[config.mk]
export PLATFORM = sky130hd
export DESIGN_NAME = cdw_ctrl
export DESIGN_NICKNAME = d
export VERILOG_FILES = /design/src/verilog/cdw_pkg.sv /design/src/verilog/cdw_ctrl.sv
export SDC_FILE = /design/constraint.sdc
export NUM_CORES = 1
export LEC_CHECK = 0
export BUFFER_PORTS_ARGS = -buffer_cell sky130_fd_sc_hd__buf_4
export CORE_MARGIN = 3
export CORE_UTILIZATION = 30
export DETAILED_ROUTE_END_ITERATION = 8
export PLACE_DENSITY = 0.53
export SETUP_SLACK_MARGIN = 0.4
export SLEW_MARGIN = 40
export SYNTH_ARGS = -nofsm -noshare
export SYNTH_HDL_FRONTEND = slang
export SYNTH_SLANG_ARGS = --single-unit
[constraint.sdc]
create_clock -name I_SYS_CLK -period 7.94 [get_ports I_SYS_CLK]
set_input_delay 0.397 -clock I_SYS_CLK [delete_from_list [all_inputs] [get_ports I_SYS_CLK]]
set_output_delay 0.397 -clock I_SYS_CLK [all_outputs]
set_load 0.05 [all_outputs]
[src/verilog/cdw_pkg.sv]
package cdw_pkg;
   localparam logic [7:0] ADDR_POWER_CONTROL = 8'h87;
   localparam logic [7:0] ADDR_EXT_INT_FLAGS = 8'h91;
   localparam logic [7:0] ADDR_ACCESS_PROTECT = 8'hc7;
   localparam logic [7:0] ADDR_POWER_MODE = 8'hc4;
   localparam logic [7:0] ADDR_CLOCK_CONFIG = 8'h8e;
   localparam logic [7:0] ADDR_WATCHDOG_CONTROL = 8'hd8;
   localparam logic [7:0] ADDR_EXT_INT_ENABLE = 8'he8;
   localparam logic [7:0] TA_KEY1 = 8'haa;
   localparam logic [7:0] TA_KEY2 = 8'h55;
   localparam logic [1:0] TA_WINDOW = 2'h3;
   localparam logic [1:0] CD_MULT = 2'h0;
   localparam logic [1:0] CD_RSVD = 2'h1;
   localparam logic [1:0] CD_DIV1 = 2'h2;
   localparam logic [1:0] CD_DIV1024 = 2'h3;
   localparam logic [1:0] TB_DIV12 = 2'h0;
   localparam int PM_CD_HI = 7;
   localparam int PM_CD_LO = 6;
   localparam int PM_SWB = 5;
   localparam int PM_MULT_EN = 4;
   localparam int PM_MULT_RATIO = 3;
   localparam int PM_CLOCK_READY_FLAG = 2;
   localparam int PM_RING_OSC_MODE = 1;
   localparam int WD_RESTART = 0;
   localparam int WD_RST_EN = 1;
   localparam int WD_RST_FLAG = 2;
   localparam int WD_INT_FLAG = 3;
   localparam int WD_PF_FLAG = 4;
   localparam int WD_PF_IE = 5;
   localparam int WD_POR_FLAG = 6;
   localparam int CK_WD_LO = 6;
   localparam int CK_WD_HI = 7;
   localparam int EX_BGS = 0;
   localparam int EIE_WDI = 4;
   localparam logic [9:0] WD_RST_GAP = 10'h200;
   localparam int XTAL_START = 65536;
   localparam logic [5:0] WD_EXP_X4 = 6'h0f;
   localparam logic [5:0] WD_EXP_X2 = 6'h10;
   localparam logic [5:0] WD_EXP_D1 = 6'h11;
   localparam logic [5:0] WD_EXP_D1024 = 6'h1b;
   localparam logic [5:0] WD_EXP_STEP = 6'h03;
   localparam logic [7:0] PF_VECTOR = 8'h33;
   localparam logic [15:0] RESET_VECTOR = 16'h0000;

   typedef enum logic [1:0] {
      ST_POR_WAIT,
      ST_RUN,
      ST_LVR
   } cdw_rst_t;

   typedef struct packed {
      logic wr;
      logic [7:0] addr;
      logic [7:0] data;
   } cdw_sfr_t;

   typedef struct packed {
      logic [1:0] cd;
      logic switchback_enable;
      logic mult_en;
      logic mult_ratio;
      logic clock_ready_flag;
      logic ring_osc_mode;
      logic [1:0] wd_per;
      logic [1:0] tmr_tb_t0;
      logic wd_rst_en;
      logic wd_rst_flag;
      logic wd_int_flag;
      logic pf_flag;
      logic pf_ie;
      logic por_flag;
      logic bandgap_keep_in_stop;
      logic wdi_en;
      logic [1:0] ta_st;
      logic [1:0] ta_cnt;
      logic [36:0] wd_cnt;
      logic wd_int_seen;
      logic [9:0] wd_gap;
      logic [16:0] st_cnt;
      cdw_rst_t rst_st;
      logic [16:0] por_cnt;
      logic [2:0] pfw_s;
      logic [2:0] rst_s;
      logic [2:0] rx_s;
      logic pfw_f;
      logic rst_f;
      logic rx_f;
      logic rx_prev;
      logic int_pf;
      logic int_wd;
      logic sys_rst;
      logic cmp_on;
      logic tmr_div12;
      logic [7:0] rdata;
   } cdw_state_t;
endpackage
[src/verilog/cdw_ctrl.sv]
`timescale 1ns/1ps
// Functional notes
// - divide field selects clock; 01 acts as 10
// - every reset returns divide field to div1
// - start bit in div1024 with switchback and receiver enabled forces div1
// - ratio 4/2/1 with timebase 00 gives div12
// - multiplier needs enable; ratio bit picks x4/x2
// - no 00 write while startup runs
// - ratio bit writable only with multiplier off
// - multiplier enable writable only div1, ring off
// - enable rising clears ready, starts counter
// - reset clears multiplier enable
// - supply warning sets power-fail flag; interrupt needs enable
// - power-fail flag cleared only by software
// - low supply asserts internal reset
// - power-up reset held for 65536 cycles
// - power-on reset sets flag; software clears
// - stop mode gates comparators unless bandgap kept
// - watchdog interrupt timeout by mode and period
// - watchdog reset 512 cycles after interrupt
// - reset returns watchdog period to shortest
// - restart bit restarts; enable gates reset
// - timeout sets flags; interrupt needs enable
// - crystal startup counts 65536 clocks
module cdw_ctrl #(
   parameter int XTAL_CYCLES = cdw_pkg::XTAL_START
) (
   input wire logic I_SYS_CLK,
   input wire logic I_NRST,
   input wire cdw_pkg::cdw_sfr_t I_SFR,
   input wire logic I_PFW_LOW,
   input wire logic I_RST_LOW,
   input wire logic I_SER_RXD,
   input wire logic I_SER_RX_EN,
   input wire logic I_STOP,
   output logic [7:0] O_RDATA,
   output logic [1:0] O_CLK_SEL,
   output logic O_MULT_X4,
   output logic O_MULT_EN,
   output logic O_TMR_DIV12,
   output logic O_INT_PF,
   output logic O_INT_WD,
   output logic O_SYS_RST,
   output logic O_CMP_ON
);
   import cdw_pkg::*;
   localparam logic [16:0] XTAL_N = 17'(XTAL_CYCLES);
   cdw_state_t s_q, s_d;
   logic ta_open, wpm, wwd, wck, wex, wei;
   logic [5:0] wd_exp;
   logic [36:0] wd_lim;
   logic [1:0] cd_new;
   logic wd_tick, wd_rst_now;

   always_comb begin
      s_d = s_q;
      ta_open = (s_q.ta_st == 2'h2);
      wpm = I_SFR.wr && I_SFR.addr == ADDR_POWER_MODE;
      wwd = I_SFR.wr && I_SFR.addr == ADDR_WATCHDOG_CONTROL;
      wck = I_SFR.wr && I_SFR.addr == ADDR_CLOCK_CONFIG;
      wex = I_SFR.wr && I_SFR.addr == ADDR_EXT_INT_FLAGS;
      wei = I_SFR.wr && I_SFR.addr == ADDR_EXT_INT_ENABLE;
      // three-flop input sync; a change counts once flops 2 and 3 agree
      s_d.pfw_s = {s_q.pfw_s[1:0], I_PFW_LOW};
      s_d.rst_s = {s_q.rst_s[1:0], I_RST_LOW};
      s_d.rx_s = {s_q.rx_s[1:0], I_SER_RXD};
      if (s_q.pfw_s[2] == s_q.pfw_s[1]) s_d.pfw_f = s_q.pfw_s[2];
      if (s_q.rst_s[2] == s_q.rst_s[1]) s_d.rst_f = s_q.rst_s[2];
      if (s_q.rx_s[2] == s_q.rx_s[1]) s_d.rx_f = s_q.rx_s[2];
      s_d.rx_prev = s_q.rx_f;
      // timed access: key1, key2, then a window of three cycles
      case (s_q.ta_st)
         2'h0: if (I_SFR.wr && I_SFR.addr == ADDR_ACCESS_PROTECT &&
                  I_SFR.data == TA_KEY1) begin
            s_d.ta_st = 2'h1;
            s_d.ta_cnt = TA_WINDOW;
         end
         2'h1, 2'h2: begin
            if (s_q.ta_cnt == 2'h0) s_d.ta_st = 2'h0;
            else s_d.ta_cnt = s_q.ta_cnt - 2'h1;
            if (s_q.ta_st == 2'h1 && I_SFR.wr &&
                I_SFR.addr == ADDR_ACCESS_PROTECT) begin
               s_d.ta_st = (I_SFR.data == TA_KEY2) ? 2'h2 : 2'h0;
               s_d.ta_cnt = TA_WINDOW - 2'h1;
            end
         end
         default: s_d.ta_st = 2'h0;
      endcase
      // power mode register
      cd_new = s_q.cd;
      if (wpm) begin
         cd_new = I_SFR.data[PM_CD_HI:PM_CD_LO];
         // 01 is stored as 10 so the select output needs no decode
         if (cd_new == CD_RSVD) cd_new = CD_DIV1;
         // no multiplied clock until the startup count ends
         if (cd_new == CD_MULT && !(s_q.clock_ready_flag && s_q.mult_en))
            cd_new = s_q.cd;
         s_d.switchback_enable = I_SFR.data[PM_SWB];
         s_d.ring_osc_mode = I_SFR.data[PM_RING_OSC_MODE];
         if (!s_q.mult_en) s_d.mult_ratio = I_SFR.data[PM_MULT_RATIO];
         if ((s_q.cd == CD_DIV1 || s_q.cd == CD_RSVD) && !s_q.ring_osc_mode) begin
            s_d.mult_en = I_SFR.data[PM_MULT_EN];
            if (I_SFR.data[PM_MULT_EN] && !s_q.mult_en) begin
               s_d.clock_ready_flag = 1'b0;
               s_d.st_cnt = XTAL_N;
            end
         end
      end
      s_d.cd = cd_new;
      // serial start bit switchback, only in div1024
      if (s_q.cd == CD_DIV1024 && s_q.switchback_enable && I_SER_RX_EN &&
          s_q.rx_prev && !s_q.rx_f)
         s_d.cd = CD_DIV1;
      // startup counter; an enable during the count restarts it
      if (!s_q.clock_ready_flag && !(wpm && s_d.st_cnt == XTAL_N && !s_q.mult_en)) begin
         if (s_q.st_cnt != 17'h0) s_d.st_cnt = s_q.st_cnt - 17'h1;
         else s_d.clock_ready_flag = 1'b1;
      end
      if (wck) begin
         s_d.wd_per = I_SFR.data[CK_WD_HI:CK_WD_LO];
         s_d.tmr_tb_t0 = I_SFR.data[1:0];
      end
      if (wei) s_d.wdi_en = I_SFR.data[EIE_WDI];
      if (wex && ta_open) s_d.bandgap_keep_in_stop = I_SFR.data[EX_BGS];
      // watchdog timeout by clock mode and period
      case (s_q.cd)
         CD_MULT: wd_exp = s_q.mult_ratio ? WD_EXP_X4 : WD_EXP_X2;
         CD_DIV1024: wd_exp = WD_EXP_D1024;
         default: wd_exp = WD_EXP_D1;
      endcase
      wd_exp = wd_exp + 6'(s_q.wd_per * WD_EXP_STEP);
      wd_lim = 37'h1 << wd_exp;
      // osc clock counted per system tick; simplified as one per cycle
      s_d.wd_cnt = s_q.wd_cnt + 37'h1;
      wd_tick = (s_q.wd_cnt >= wd_lim - 37'h1);
      wd_rst_now = 1'b0;
      if (wd_tick) begin
         s_d.wd_cnt = 37'h0;
         s_d.wd_int_seen = 1'b1;
         s_d.wd_gap = WD_RST_GAP - 10'h1;
      end
      if (s_q.wd_int_seen && !wd_tick) begin
         if (s_q.wd_gap == 10'h0) begin
            s_d.wd_int_seen = 1'b0;
            wd_rst_now = s_q.wd_rst_en;
         end else s_d.wd_gap = s_q.wd_gap - 10'h1;
      end
      // watchdog control writes; set wins over software clear
      if (wwd) begin
         s_d.pf_ie = I_SFR.data[WD_PF_IE];
         if (!I_SFR.data[WD_PF_FLAG]) s_d.pf_flag = 1'b0;
         if (!I_SFR.data[WD_RST_FLAG]) s_d.wd_rst_flag = 1'b0;
         if (ta_open) begin
            s_d.wd_rst_en = I_SFR.data[WD_RST_EN];
            s_d.wd_int_flag = I_SFR.data[WD_INT_FLAG];
            s_d.por_flag = I_SFR.data[WD_POR_FLAG] & s_q.por_flag;
            if (I_SFR.data[WD_RESTART]) begin
               s_d.wd_cnt = 37'h0;
               s_d.wd_int_seen = 1'b0;
            end
         end
      end
      if (wd_tick) s_d.wd_int_flag = 1'b1;
      if (s_q.pfw_f && s_q.cmp_on) s_d.pf_flag = 1'b1;
      s_d.int_pf = s_q.pf_flag && s_q.pf_ie;
      s_d.int_wd = s_q.wd_int_flag && s_q.wdi_en;
      // stop mode comparator gating
      s_d.cmp_on = !I_STOP || s_q.bandgap_keep_in_stop;
      s_d.tmr_div12 = s_q.cd != CD_DIV1024 && s_q.tmr_tb_t0 == TB_DIV12;
      // internal reset sequencer
      case (s_q.rst_st)
         ST_POR_WAIT: begin
            if (s_q.rst_f) s_d.por_cnt = 17'h0;
            else if (s_q.por_cnt == XTAL_N - 17'h1) s_d.rst_st = ST_RUN;
            else s_d.por_cnt = s_q.por_cnt + 17'h1;
         end
         ST_RUN: if (s_q.rst_f && s_q.cmp_on) s_d.rst_st = ST_LVR;
         ST_LVR: if (!s_q.rst_f) begin
            s_d.rst_st = ST_POR_WAIT;
            s_d.por_cnt = 17'h0;
         end
         default: s_d.rst_st = ST_LVR;
      endcase
      s_d.sys_rst = (s_d.rst_st != ST_RUN) || wd_rst_now;
      // internal reset restores defaults
      if (s_q.sys_rst) begin
         s_d.cd = CD_DIV1;
         s_d.mult_en = 1'b0;
         s_d.wd_per = 2'h0;
         s_d.switchback_enable = 1'b0;
         s_d.wd_rst_en = 1'b0;
         s_d.wd_cnt = 37'h0;
         s_d.wd_int_seen = 1'b0;
         s_d.ta_st = 2'h0;
      end
      if (wd_rst_now) s_d.wd_rst_flag = 1'b1;
      case (s_q.cd)
         CD_MULT: s_d.rdata = 8'h0;
         default: s_d.rdata = 8'h0;
      endcase
      case (I_SFR.addr)
         ADDR_POWER_MODE: s_d.rdata = {s_q.cd, s_q.switchback_enable, s_q.mult_en,
            s_q.mult_ratio, s_q.clock_ready_flag, s_q.ring_osc_mode, 1'b0};
         ADDR_WATCHDOG_CONTROL: s_d.rdata = {1'b0, s_q.por_flag, s_q.pf_ie,
            s_q.pf_flag, s_q.wd_int_flag, s_q.wd_rst_flag, s_q.wd_rst_en,
            1'b0};
         ADDR_CLOCK_CONFIG: s_d.rdata = {s_q.wd_per, 4'h0, s_q.tmr_tb_t0};
         ADDR_EXT_INT_FLAGS: s_d.rdata = {7'h0, s_q.bandgap_keep_in_stop};
         ADDR_EXT_INT_ENABLE: s_d.rdata = {3'h0, s_q.wdi_en, 4'h0};
         default: s_d.rdata = 8'h0;
      endcase
   end

   always_ff @(posedge I_SYS_CLK) begin
      if (!I_NRST) begin
         s_q <= '0;
         s_q.cd <= CD_DIV1;
         s_q.rst_st <= ST_POR_WAIT;
         s_q.por_flag <= 1'b1;
         s_q.st_cnt <= XTAL_N;
         s_q.sys_rst <= 1'b1;
         s_q.cmp_on <= 1'b1;
         s_q.pfw_f <= 1'b0;
         s_q.rx_f <= 1'b1;
         s_q.rx_prev <= 1'b1;
         s_q.rx_s <= 3'h7;
         s_q.tmr_div12 <= 1'b1;
      end else begin
         s_q <= s_d;
      end
   end

   assign O_RDATA = s_q.rdata;
   assign O_CLK_SEL = s_q.cd;
   assign O_MULT_X4 = s_q.mult_ratio;
   assign O_MULT_EN = s_q.mult_en;
   assign O_TMR_DIV12 = s_q.tmr_div12;
   assign O_INT_PF = s_q.int_pf;
   assign O_INT_WD = s_q.int_wd;
   assign O_SYS_RST = s_q.sys_rst;
   assign O_CMP_ON = s_q.cmp_on;

   property p_no_mult_unready;
      @(posedge I_SYS_CLK) disable iff (!I_NRST)
      !s_q.clock_ready_flag |=> s_q.cd != CD_MULT;
   endproperty
   a_no_mult_unready: assert property (p_no_mult_unready)
      else $error("multiplied clock chosen before ready");
   property p_ratio_lock;
      @(posedge I_SYS_CLK) disable iff (!I_NRST)
      s_q.mult_en && $past(s_q.mult_en) |-> $stable(s_q.mult_ratio);
   endproperty
   a_ratio_lock: assert property (p_ratio_lock)
      else $error("ratio changed while multiplier on");
   property p_enable_clears_ready;
      @(posedge I_SYS_CLK) disable iff (!I_NRST)
      $rose(s_q.mult_en) |-> !s_q.clock_ready_flag;
   endproperty
   a_enable_clears_ready: assert property (p_enable_clears_ready)
      else $error("ready not cleared on enable");
   property p_pf_sticky;
      @(posedge I_SYS_CLK) disable iff (!I_NRST)
      $past(s_q.pf_flag) && !$past(wwd) |-> s_q.pf_flag;
   endproperty
   a_pf_sticky: assert property (p_pf_sticky)
      else $error("power-fail flag cleared by hardware");
   property p_sb;
      @(posedge I_SYS_CLK) disable iff (!I_NRST)
      s_q.cd == CD_DIV1024 && s_q.switchback_enable && I_SER_RX_EN && s_q.rx_prev &&
      !s_q.rx_f && !s_q.sys_rst |=> s_q.cd == CD_DIV1;
   endproperty
   a_sb: assert property (p_sb)
      else $error("switchback missed");
   property p_wd_int;
      @(posedge I_SYS_CLK) disable iff (!I_NRST)
      wd_tick |=> s_q.wd_int_flag;
   endproperty
   a_wd_int: assert property (p_wd_int)
      else $error("watchdog flag not set");
   property p_reset_defaults;
      @(posedge I_SYS_CLK) disable iff (!I_NRST)
      s_q.sys_rst |=> s_q.cd == CD_DIV1 && !s_q.mult_en &&
      s_q.wd_per == 2'h0;
   endproperty
   a_reset_defaults: assert property (p_reset_defaults)
      else $error("reset defaults not restored");
   property p_pf_int;
      @(posedge I_SYS_CLK) disable iff (!I_NRST)
      O_INT_PF |-> $past(s_q.pf_flag && s_q.pf_ie);
   endproperty
   a_pf_int: assert property (p_pf_int)
      else $error("power-fail interrupt without cause");
   property p_sel_legal;
      @(posedge I_SYS_CLK) disable iff (!I_NRST)
      O_CLK_SEL != CD_RSVD;
   endproperty
   a_sel_legal: assert property (p_sel_legal)
      else $error("reserved divide code reached clock select");
   property p_en_guard;
      @(posedge I_SYS_CLK) disable iff (!I_NRST)
      $changed(s_q.mult_en) && !$past(s_q.sys_rst) |->
      $past(wpm) && $past(s_q.cd) == CD_DIV1 && !$past(s_q.ring_osc_mode);
   endproperty
   a_en_guard: assert property (p_en_guard)
      else $error("multiplier enable changed outside div1");
   property p_ready_count;
      @(posedge I_SYS_CLK) disable iff (!I_NRST)
      $rose(s_q.clock_ready_flag) |-> $past(s_q.st_cnt) == 17'h0;
   endproperty
   a_ready_count: assert property (p_ready_count)
      else $error("ready set before startup count ended");
   property p_start_load;
      @(posedge I_SYS_CLK) disable iff (!I_NRST)
      $rose(s_q.mult_en) |-> s_q.st_cnt == XTAL_N;
   endproperty
   a_start_load: assert property (p_start_load)
      else $error("startup count not loaded on enable");
   property p_por_guard;
      @(posedge I_SYS_CLK) disable iff (!I_NRST)
      $fell(s_q.por_flag) |-> $past(wwd) && $past(ta_open);
   endproperty
   a_por_guard: assert property (p_por_guard)
      else $error("power-on flag cleared without unlock");
   property p_pf_set;
      @(posedge I_SYS_CLK) disable iff (!I_NRST)
      s_q.pfw_f && s_q.cmp_on |=> s_q.pf_flag;
   endproperty
   a_pf_set: assert property (p_pf_set)
      else $error("power-fail flag not set by warning");
   property p_cmp_gate;
      @(posedge I_SYS_CLK) disable iff (!I_NRST)
      I_STOP && !s_q.bandgap_keep_in_stop |=> !s_q.cmp_on;
   endproperty
   a_cmp_gate: assert property (p_cmp_gate)
      else $error("comparators left on in stop");
   property p_lvr;
      @(posedge I_SYS_CLK) disable iff (!I_NRST)
      s_q.rst_f && s_q.cmp_on |=> s_q.sys_rst;
   endproperty
   a_lvr: assert property (p_lvr)
      else $error("low supply did not reset");
   property p_por_hold;
      @(posedge I_SYS_CLK) disable iff (!I_NRST)
      s_q.rst_st == ST_POR_WAIT |-> s_q.sys_rst;
   endproperty
   a_por_hold: assert property (p_por_hold)
      else $error("reset released during power-up wait");
   property p_wd_rst_en;
      @(posedge I_SYS_CLK) disable iff (!I_NRST)
      $rose(s_q.wd_rst_flag) |-> $past(s_q.wd_rst_en);
   endproperty
   a_wd_rst_en: assert property (p_wd_rst_en)
      else $error("watchdog reset while reset disabled");
   property p_int_wd;
      @(posedge I_SYS_CLK) disable iff (!I_NRST)
      O_INT_WD |-> $past(s_q.wd_int_flag && s_q.wdi_en);
   endproperty
   a_int_wd: assert property (p_int_wd)
      else $error("watchdog interrupt without enable");
   property p_bgs_guard;
      @(posedge I_SYS_CLK) disable iff (!I_NRST)
      $changed(s_q.bandgap_keep_in_stop) |-> $past(wex) && $past(ta_open);
   endproperty
   a_bgs_guard: assert property (p_bgs_guard)
      else $error("bandgap select changed without unlock");
   property p_div12;
      @(posedge I_SYS_CLK) disable iff (!I_NRST)
      s_q.tmr_tb_t0 == TB_DIV12 && s_q.cd != CD_DIV1024 |=> O_TMR_DIV12;
   endproperty
   a_div12: assert property (p_div12)
      else $error("timer divide-by-12 not forced");
   property p_cd_quiet;
      @(posedge I_SYS_CLK) disable iff (!I_NRST)
      s_q.cd != CD_DIV1024 && !wpm && !s_q.sys_rst |=> $stable(s_q.cd);
   endproperty
   a_cd_quiet: assert property (p_cd_quiet)
      else $error("divide field moved outside div1024");
   c_switchback: cover property (@(posedge I_SYS_CLK)
      s_q.cd == CD_DIV1024 ##[1:100] s_q.cd == CD_DIV1);
   c_ready: cover property (@(posedge I_SYS_CLK) $rose(s_q.clock_ready_flag));
   c_wd_rst: cover property (@(posedge I_SYS_CLK) wd_rst_now);
endmodule

==> results.md <==
- Num CTS Buffers: 17
- Die Span Y: 167 µm
- Slowest CP cell: fa_1
- Total grt overflow: 0
- DR vias/cell: 5.12
- Drt initial violations: 531
- Initial DRT Pass Iterations: 8
- Final Cell Area: 8870 µm²
- P_leak: 3.42 nW
- Multi-input gate area: 4720 µm²
- Total GRT Usage: 13.8%
- Setup TNS: 0 ns
- Clk_lat worst skew: 0.43 ns
- Leading cell type in the layout, fill and taps excluded: dfxtp_1
- Hold-fix buffers, CTS: 0
- Yosys warns: 0
- Distinct cells, synth: 74
- FILL cells: 2608
- Fmax: 149 MHz
- Min-delay worst type: primary input to flip-flop
- Layout cells sized above 1: 10.8%
- Root buffer cell: clkbuf_16
- Register area: 2660 µm²
- Final worst-path cycle share: 84.4%
- Final layout net count: 1038
- Critical Path AT: 7.01 ns
- Min Clock Period, post-route: 6.70 ns
- Primary FF master, synth: dfxtp_1
- Die area: 27800 µm²
- Wirelength per Cell: 14.6 µm
- Pwr per Cell Area: 192 nW/µm²
- Startpoint Class: flip-flop
- Placed cell areas: 8290 µm²
- GP Congestion: 0.827
- Routed WL: 19.0 mm
- Htree depth: 4
- First-pass GRT wire length: 31.9 mm
- Most frequent cells in the layout: dfxtp_1, nand2_1, nor2_1
- Synth async-reset ratio: 0%
- Register area share after synthesis: 34.4%
- Slew Limit Fails: 0
- Total clock sinks: 133
- Worst-Margin Slew: 0.750 ns
- Area grow syn2layout: 14.5%
- I/O Pins: 41
- Largest net degree at the start of global routing: 43
- Post-synth EDFFs: 0
- Max Cap Violations: 0
- CP most frequent cell: ha_1
- Max stage delay on crit path: 0.47 ns
- Final hold violation count: 0
- WS Path Type: flip-flop to flip-flop
- Starting Density: 30.7%
- Core footprint: 25300 µm²
- Post-layout worst setup margin: 1.24 ns
- Slew Limit Headroom: 49.6%
- Via count: 6655
- Outcome: completed
- Yosys reg bits: 133
- Routed Antenna Nets: 0
- Unrepaired setup endpoints after global routing: false
- Clk slew on worst S/H paths: 0.06 ns
- CTS Buffer Depth: 2
- Mean post-synth cell area: 8.22 µm²
- DRC Markers: 0
- Critical path capture point type: flip-flop
- Ant diodes: 0
- Standard-cell rows: 58
- Antenna violations before repair: 0
- Worst Path Max Fanout: 32
- Setup Viol. Count Final: 0
- Worst endpoint required time: 8.25 ns
- Post-Syn Nets: 1024
- Post-Place Setup Slack: 1.02 ns
- Mapped Cells: 943
- Die Span X: 167 µm
- CTS tree: yes
- Post-DP HPWL: 13.8 mm
- Vias in the first global route: 6257
- Skew final: 0.0190 ns
- Synthesized cell area: 7750 µm²
- Maximum VDD drop: 122 µV
- Port-buffer cells: 40
critical path: cells and delay by family, from the launching register on:
family	cells	cell delay, ns
compound gates	4	0.36
xor+xnor	1	0.35
fa+ha+maj	6	1.85
buf+inv	4	0.65
flops	1	0.41
simple gates	12	2.92
kinds of logic after synthesis:
family / count (synthesis) / share of synthesized area [%]
simple gates: 398 / 25.8
xor+xnor: 60 / 6.78
buf+inv: 88 / 5.12
flops: 133 / 34.4
compound gates: 197 / 17.3
fa+ha+maj: 57 / 9.30
mux: 10 / 1.31
repair_timing:
item	CTS	global route
endpoints found under the hold margin	0	0
setup buffers	0	0
resized for setup	0	1
setup endpoints to repair	0	20
Yosys cell counts (3+ instances only):
cell,count,area (µm²)
nor3_1,65,325
xnor2_1,27,236
inv_1,36,135
and4_1,6,52.6
buf_2,3,15.0
nand2_1,90,338
o211a_1,4,40.0
nand3_1,43,215
dfxtp_1,133,2660
mux2i_1,9,90.1
or2_2,5,31.3
nor3b_1,6,45.0
ha_1,56,701
a211oi_1,6,45.0
o31a_1,4,35.0
a21boi_0,3,22.5
buf_4,12,90.1
o31ai_1,8,60.1
and2_1,16,100
o21ai_0,36,180
nor2b_1,8,50.1
o41ai_1,3,26.3
clkbuf_1,33,124
o21ai_2,8,70.1
a22oi_1,10,75.1
nand2b_1,13,81.3
nor4b_1,3,26.3
o21a_1,14,105
a21oi_1,45,225
o21ai_1,3,15.0
xor2_1,33,289
nor4_1,10,62.6
and3_1,12,75.1
nor2_1,81,304
a311oi_1,5,43.8
a21o_1,16,120
or3_1,8,50.1
a31oi_1,7,43.8
nand4_1,20,125
where the power goes:
part / switching, W / internal (W)
Clock: 0.000315 / 0.000464
Combinational: 0.000105 / 0.0000752
Sequential: 0.0000364 / 0.000703
cell type report:
class / count / share of cell area, %
Timing Repair Buffer: 47 / 3.98
Clock inverter: 14 / 1.73
Inverter: 36 / 1.52
Tap cell: 330 / 4.65
Multi-Input combinational cell: 722 / 53.3
Sequential cell: 133 / 30.0
Clock buffer: 18 / 4.84
layer usage:
layer	GRT usage, %	wire (µm)	share of wire [%]
met3	2.73	709	3.7
met2	22.1	8640	46
met4	4.66	327	1.7
met1	18.7	9280	49
met5	0	0	0
metrics by stage:
stage | cells | hold WS [ns] | utilization (%) | power (W)
6_report | 1300 | 0.154 | 35.1 | 0.00170
2_1_floorplan | 943 | 0.386 | - | 0.000886
3_3_place_gp | 1268 | 0.397 | 32.7 | 0.000931
3_5_place_dp | 1268 | 0.398 | 32.8 | 0.000934
5_1_grt | 1300 | 0.152 | 35.1 | 0.00178
4_1_cts | 1300 | 0.145 | 35.1 | 0.00173
path summary, 6_finish.rpt:
path	startpoint	to	slack (ns)	depth (start not counted)
min reg2reg	s_d[18]	s_d[19]	0.41	1
max	O_CLK_SEL[0]	O_SYS_RST	1.24	27
max reg2reg	O_CLK_SEL[0]	O_SYS_RST	1.24	27
min	I_SER_RXD	s_d[18]	0.15	2
flip-flops by register name, indices dropped and copies added, names as in the netlist:
| signal | cells |
|---|---|
| O_MULT_X4 | 1 |
| O_CLK_SEL | 2 |
| O_RDATA | 8 |
| O_INT_PF | 1 |
| O_TMR_DIV12 | 1 |
| O_CMP_ON | 1 |
| s_d | 7 |
| O_INT_WD | 1 |
| O_SYS_RST | 1 |
| s_q | 109 |
| O_MULT_EN | 1 |
Power figures use the tool's default switching activity.
